`src/shared/irr_pkg.sv`:
```
// Package of constants and types for the interrupt request recognition block
`default_nettype none
package irr_pkg;
  // Number of request levels carried by lines (levels one to seven)
  localparam int unsigned NUM_LEVELS = 7;
  // Width of an encoded level and of the mask field
  localparam int unsigned LEVEL_W = 3;
  // Level carried by the non-maskable line
  localparam logic [2:0] NMI_LEVEL = 3'h7;
  // Mask value that lets every level through
  localparam logic [2:0] MASK_OPEN = 3'h0;
  // Mask field value after reset (all maskable levels blocked)
  localparam logic [2:0] MASK_RESET = 3'h7;
  // Function code driven during interrupt acknowledge (processor space)
  localparam logic [2:0] FC_CPU_SPACE = 3'h7;
  // Function code driven while idle
  localparam logic [2:0] FC_IDLE = 3'h0;
  // Number of automatic vectors, one per level
  localparam int unsigned AUTO_VECTORS = 7;
  // Number of vectors that requesting sources may assign
  localparam int unsigned ASSIGNABLE_VECTORS = 200;
  // Falling-edge samples a request must stay asserted to be valid
  localparam int unsigned MIN_ASSERT_SAMPLES = 2;
  // Request line value after reset (active low, so negated is ones)
  localparam logic [6:0] LINES_RESET = 7'h7F;
  // Autovector base number; level n takes base plus n
  localparam logic [7:0] AUTOVEC_BASE = 8'h18;

  // Acknowledge sequencer states, one-hot
  typedef enum logic [2:0] {
    IRR_IDLE = 3'b001,
    IRR_ACK = 3'b010,
    IRR_DONE = 3'b100
  } irr_state_t;
endpackage : irr_pkg
`default_nettype wire

```
`src/rtl/irr_recognizer.sv`:
```
// Interrupt request recognition: sampling, masking, priority and acknowledge
`default_nettype none
module irr_recognizer #(
  parameter int unsigned NUM_LEVELS = irr_pkg::NUM_LEVELS,
  parameter int unsigned SAMPLES = irr_pkg::MIN_ASSERT_SAMPLES
) (
  // Clock and reset
  input wire logic clk_sys,
  input wire logic reset,
  // Falling-edge sample enable from the clock divider (one-cycle pulse)
  input wire logic sample_en,
  // External active-low request pins, bit 0 is the lowest request line
  input wire logic [NUM_LEVELS-1:0] ext_request_n,
  // Internal active-low requests from on-chip modules
  input wire logic [NUM_LEVELS-1:0] int_request_n,
  // Processor core: boundary reached, pending may be taken
  input wire logic take_boundary,
  // Processor core: acknowledge cycle terminated
  input wire logic ack_done,
  // Processor core: software write of the priority mask field
  input wire logic mask_write,
  input wire logic [2:0] mask_wdata,
  // Processor core: current priority mask field
  output logic [2:0] priority_mask_field,
  // Highest valid unmasked level, zero means none
  output logic [2:0] pending_level,
  // Non-maskable interrupt pending
  output logic nmi_pending,
  // Acknowledge cycle outputs
  output logic ack_active,
  output logic [2:0] function_code_lines,
  output logic [2:0] ack_addr_level,
  output logic [7:0] autovector,
  // Source of an external request, seen as integration block
  output logic from_system_integration_block
);
  // Registered state of the block
  typedef struct packed {
    irr_pkg::irr_state_t fsm;
    logic [2:0] mask;
    logic [2:0] ack_level;
    logic [2:0] fc;
    logic [7:0] vec;
    logic nmi_armed;
    logic nmi_event;
    logic ext_src;
    logic [2:0] pend;
  } irr_state_s_t;

  irr_state_s_t state;
  irr_state_s_t next_state;

  // Filtered valid per level
  logic [NUM_LEVELS-1:0] level_valid;
  // Filtered valid from external pins only, for source tagging
  logic [NUM_LEVELS-1:0] ext_valid;
  // Combined active-low request per level
  logic [NUM_LEVELS-1:0] combined_n;
  // Highest valid maskable level above mask
  logic [2:0] best_level;

  // pins are inputs only here, never driven
  assign combined_n = ext_request_n & int_request_n;

  // Two filters per level, one for the combined view and one for the external-only view
  genvar g;
  generate
    for (g = 0; g < NUM_LEVELS; g++)
    begin : g_line
      irr_line_filter #(.SAMPLES(SAMPLES)) u_comb (
        .clk_sys(clk_sys),
        .reset(reset),
        .sample_en(sample_en),
        .request_n(combined_n[g]),
        .valid(level_valid[g])
      );
      irr_line_filter #(.SAMPLES(SAMPLES)) u_ext (
        .clk_sys(clk_sys),
        .reset(reset),
        .sample_en(sample_en),
        .request_n(ext_request_n[g]),
        .valid(ext_valid[g])
      );
    end
  endgenerate

  // Priority encoder over maskable levels one to six
  always_comb
  begin
    best_level = 3'h0;
    // scan upward so the highest level wins
    for (int i = 0; i < NUM_LEVELS - 1; i++)
    begin
      // only levels above the mask pass
      if (level_valid[i] && (3'(i + 1) > state.mask))
      begin
        best_level = 3'(i + 1);
      end
    end
  end

  // Next-state logic
  always_comb
  begin
    next_state = state;
    // re-arm after line seven sampled negated
    if (!level_valid[NUM_LEVELS-1])
    begin
      next_state.nmi_armed = 1'b1;
    end
    // Software mask write
    if (mask_write)
    begin
      next_state.mask = mask_wdata;
    end
    next_state.pend = state.nmi_event ? irr_pkg::NMI_LEVEL : best_level;
    case (state.fsm)
      irr_pkg::IRR_IDLE:
      begin
        if (take_boundary && (state.pend != 3'h0))
        begin
          next_state.fsm = irr_pkg::IRR_ACK;
          next_state.ack_level = state.pend;
          next_state.fc = irr_pkg::FC_CPU_SPACE;
          next_state.vec = irr_pkg::AUTOVEC_BASE + {5'h00, state.pend};
          // external source appears as integration block
          next_state.ext_src = (state.pend == irr_pkg::NMI_LEVEL) ?
            ext_valid[NUM_LEVELS-1] : ext_valid[state.pend - 3'h1];
          next_state.mask = state.pend;
          // Consume the NMI event; a set further down still wins
          if (state.pend == irr_pkg::NMI_LEVEL)
          begin
            next_state.nmi_event = 1'b0;
          end
        end
      end
      irr_pkg::IRR_ACK:
      begin
        // Hold acknowledge until the cycle terminates
        if (ack_done)
        begin
          next_state.fsm = irr_pkg::IRR_DONE;
          next_state.fc = irr_pkg::FC_IDLE;
        end
      end
      irr_pkg::IRR_DONE:
      begin
        // One idle cycle before a new acknowledge
        next_state.fsm = irr_pkg::IRR_IDLE;
      end
      default:
      begin
        next_state.fsm = irr_pkg::IRR_IDLE;
      end
    endcase
    // Event sets come last so a set beats a same-cycle clear
    // edge then sustained low makes a valid NMI
    if (state.nmi_armed && level_valid[NUM_LEVELS-1])
    begin
      next_state.nmi_event = 1'b1;
      next_state.nmi_armed = 1'b0;
    end
    // mask drop from seven while line seven held
    if (mask_write && (state.mask == irr_pkg::NMI_LEVEL) &&
        (mask_wdata != irr_pkg::NMI_LEVEL) && level_valid[NUM_LEVELS-1])
    begin
      next_state.nmi_event = 1'b1;
    end
  end

  // State register
  always_ff @(posedge clk_sys or posedge reset)
  begin
    if (reset)
    begin
      state.fsm <= irr_pkg::IRR_IDLE;
      state.mask <= irr_pkg::MASK_RESET;
      state.ack_level <= 3'h0;
      state.fc <= irr_pkg::FC_IDLE;
      state.vec <= 8'h00;
      state.nmi_armed <= 1'b1;
      state.nmi_event <= 1'b0;
      state.ext_src <= 1'b0;
      state.pend <= 3'h0;
    end
    else
    begin
      state <= next_state;
    end
  end

  // Registered outputs
  assign priority_mask_field = state.mask;
  assign pending_level = state.pend;
  assign nmi_pending = state.nmi_event;
  assign ack_active = (state.fsm == irr_pkg::IRR_ACK);
  assign function_code_lines = state.fc;
  assign ack_addr_level = state.ack_level;
  assign autovector = state.vec;
  assign from_system_integration_block = state.ext_src;
endmodule // irr_recognizer
`default_nettype wire

```
`src/rtl/irr_line_filter.sv`:
```
// Per-line sampler and validity filter for one active-low request line
`default_nettype none
module irr_line_filter #(
  parameter int unsigned SAMPLES = 2
) (
  // Clock and reset
  input wire logic clk_sys,
  input wire logic reset,
  // Falling-edge sample enable
  input wire logic sample_en,
  // Active-low request level, combined or external-only
  input wire logic request_n,
  // Filtered request valid, active high
  output logic valid
);
  // Filter state
  typedef struct packed {
    logic [SAMPLES-1:0] hist;
    logic valid;
  } irr_filt_t;

  irr_filt_t state;
  irr_filt_t next_state;

  // Shift in asserted samples; valid when all recent samples asserted
  always_comb
  begin
    next_state = state;
    if (sample_en)
    begin
      next_state.hist = {state.hist[SAMPLES-2:0], ~request_n};
      next_state.valid = &next_state.hist;
    end
  end

  // State register
  always_ff @(posedge clk_sys or posedge reset)
  begin
    if (reset)
    begin
      state <= '0;
    end
    else
    begin
      state <= next_state;
    end
  end

  assign valid = state.valid;
endmodule // irr_line_filter
`default_nettype wire

```
`config.mk`:
```
export PLATFORM = sky130hd
export DESIGN_NAME = irr_recognizer
export DESIGN_NICKNAME = d
export VERILOG_FILES = /design/src/shared/irr_pkg.sv /design/src/rtl/irr_recognizer.sv /design/src/rtl/irr_line_filter.sv
export SDC_FILE = /design/constraint.sdc
export NUM_CORES = 1
export LEC_CHECK = 0
export BUFFER_PORTS_ARGS = -buffer_cell sky130_fd_sc_hd__buf_2
export CORE_UTILIZATION = 46
export CTS_CLUSTER_DIAMETER = 100
export DETAILED_ROUTE_END_ITERATION = 16
export GPL_TIMING_DRIVEN = 0
export HOLD_SLACK_MARGIN = 0.05
export PLACE_DENSITY = 0.67
export SLEW_MARGIN = 15
export SYNTH_ARGS = -nofsm -noshare
export SYNTH_HDL_FRONTEND = slang
export SYNTH_HIERARCHICAL = 1
export SYNTH_SLANG_ARGS = --single-unit
```
`constraint.sdc`:
```
create_clock -name clk_sys -period 2.2 [get_ports clk_sys]
set_input_delay 0.44 -clock clk_sys [delete_from_list [all_inputs] [get_ports clk_sys]]
set_output_delay 0.44 -clock clk_sys [all_outputs]
set_load 0.03 [all_outputs]
```
==> impl_metrics.tcl <==
set metrics [dict create \
    outcome "complete, no violations" \
    final_common_cell "buf_2" \
    finalSetupViolCount 0 \
    grt_pass1_wl_um 6710 \
    synth_seq_area_share 0.533 \
    vias_per_cell 4.82 \
    post_cts_buffers 0 \
    ios 46 \
    syn2layout_area_growth_pct 18.8 \
    place_area_sq_um 2410 \
    portBuffers 42 \
    fin_skew_ns 0.00321 \
    min_path_type "in -> async" \
    dr.pass1.iters 4 \
    final_cell_mix "42 x buf_2, 40 x dfrtp_1, 36 x inv_1" \
    finalSetupTns_ns 0 \
    netlist_instances 229 \
    drt_iter0_drc 104 \
    rows 24 \
    clk_transition_reported_paths_ns 0.08 \
    hold_violations 0 \
    yosysUniqueCellTypes 26 \
    fin_crit_ns 1.83 \
    clockBufferDepth 2 \
    cts.sinks 45 \
    routedWlPerCell_um 11.5 \
    numCtsBuffers 5 \
    crit_path_start_kind "flip-flop" \
    slew_headroom 0.426 \
    syn_area_sq_um 2130 \
    rsz0062_at_grt "false" \
    antenna_cells 0 \
    max_freq_ghz 0.546 \
    worstPathArrival_ns 2.01 \
    tightestPinTransition_ns 0.862 \
    vdd_drop_max_mv 0.478 \
    die_x_um 70.0 \
    htree_num_levels 2 \
    cp.required_ns 2.38 \
    core_region_area_sq_um 4380 \
    track_usage 0.174 \
    die_y_um 70.0 \
    hpwl_um 2920 \
    maxSlewViolCount 0 \
    overflow 0 \
    cp-end-kind "flip-flop" \
    fin_area_sq_um 2520 \
    leakagePower_nw 1.28 \
    drt_wl_total_um 3820 \
    ant_nets 0 \
    antenna_found_initial 0 \
    grt_pass1_vias 1565 \
    syn_area_per_cell_sq_um 9.28 \
    ys_ff_latch 45 \
    max_cap_viol_count 0 \
    start_util 0.485 \
    post_cts_resized 0 \
    max_stage_delay_ns 0.53 \
    power.density_nw_per_um2 1190 \
    cts-hold-fix-buffers 0 \
    drive_gt1_frac 0.274 \
    route.vias.total 1606 \
    clock_latency_ns 0.30 \
    die_area_sq_um 4900 \
    cts_tree "built" \
    synth_warnings 6 \
    route.detailed.drc 0 \
    nNetsFinal 306 \
    crit_chain "inv_1 -> ha_1 -> xor2_1 -> mux4_2 -> a21oi_1 -> o21ai_1" \
    slowest_stage "mux4_2" \
    root_buffer "clkbuf_8" \
    crit_type "reg -> reg" \
    critPathMaxFanout 6 \
    grt_max_degree 57 \
    finalCritPeriodShare 0.832 \
    finalWeightedCongestion 0.720 \
]
-- worst paths after layout --
path	startpoint	to	slack [ns]	cells after the start
max	pending_level[0]	from_system_integration_block	0.37	6
min	reset	g_line[4].u_comb/state[1]	0.12	2
max reg2reg	pending_level[0]	from_system_integration_block	0.37	6
min reg2reg	g_line[6].u_comb/valid	state[5]	0.41	1
max in group asynchronous	reset	from_system_integration_block	1.43	2
min in group clk_sys	ext_request_n[0]	g_line[0].u_ext/state[1]	0.33	2
-- critical path, delay by kind of cell (launching register included) --
family                   cells  cell delay [ns]
AO/OA/AOI/OAI                2             0.23
adder cells (fa/ha/maj)      1             0.21
buffers and inverters        1             0.08
XOR/XNOR                     1             0.23
flip-flops                   1             0.44
multiplexers                 1             0.53
-- cell type report --
type                            instances  area, sq um
Timing Repair Buffer                   42          210
Inverter                               36          135
Clock inverter                          1         30.0
Multi-Input combinational cell        130          716
Clock buffer                            7         86.3
Fill cell                             416         1860
Buffer                                 20          150
Sequential cell                        45         1130
Tap cell                               52         65.1
-- layer usage --
layer / wire [um] / GRT usage / up-vias
li1: - / - / 825
met1: 1700 / 0.220 / 733
met2: 1880 / 0.283 / 44
met3: 206 / 0.0519 / 4
met4: 36 / 0.0667 / 0
met5: 0 / 0 / -
-- Yosys cell counts, drive strengths merged --
library cell	n	area share
nor2b	1	0.0029
nand2	31	0.055
o21a	1	0.0035
o21ai	12	0.028
mux2	1	0.0053
a21oi	17	0.040
o2111a	1	0.0053
nor2	21	0.037
conb	1	0.0018
mux2i	4	0.019
dfrtp	40	0.47
o22ai	16	0.047
dfstp	5	0.062
o21ba	1	0.0047
o2111ai	1	0.0041
xor2	1	0.0041
nand2b	3	0.0088
inv	36	0.064
a311oi	1	0.0041
buf	20	0.071
and2	8	0.024
a21o	2	0.0071
ha	3	0.018
nor3b	1	0.0035
mux4	1	0.011
-- state kept, by name, indices dropped and copies added (netlist names), 2 cells and up --
| register | cells |
|---|---|
| priority_mask_field | 3 |
| autovector | 2 |
| g_line.u_comb/valid | 7 |
| g_line.u_ext/state | 7 |
| state | 4 |
| g_line.u_ext/valid | 7 |
| pending_level | 3 |
| ack_addr_level | 2 |
| g_line.u_comb/state | 7 |
-- cells by family after synthesis --
logic type	Yosys count	synth area share
simple gates	65	0.131
compound gates	52	0.144
flops	45	0.533
xor+xnor	1	0.00412
mux	6	0.0347
other cells	1	0.00176
fa+ha+maj	3	0.0177
buf+inv	56	0.134
-- through the flow --
stage	setup WS, ns	power, mW	util	instances	hold WS (ns)
2_1_floorplan	0.484	2.09	-	231	0.181
3_3_place_gp	0.360	2.37	0.549	325	0.402
3_5_place_dp	0.369	2.39	0.549	325	0.404
4_1_cts	0.340	3.04	0.576	333	0.118
5_1_grt	0.155	3.20	0.576	333	0.123
6_report	0.369	3.00	0.576	333	0.123
-- power breakdown --
group          leakage, nW  switching (mW)  internal [mW]  total, mW
logic                0.717           0.673          0.485       1.16
clock network       0.0585           0.264          0.370      0.634
registers            0.508           0.174           1.03       1.21
total                 1.28            1.11           1.89       3.00
Note: power is estimated with default switching activity, not from simulation.
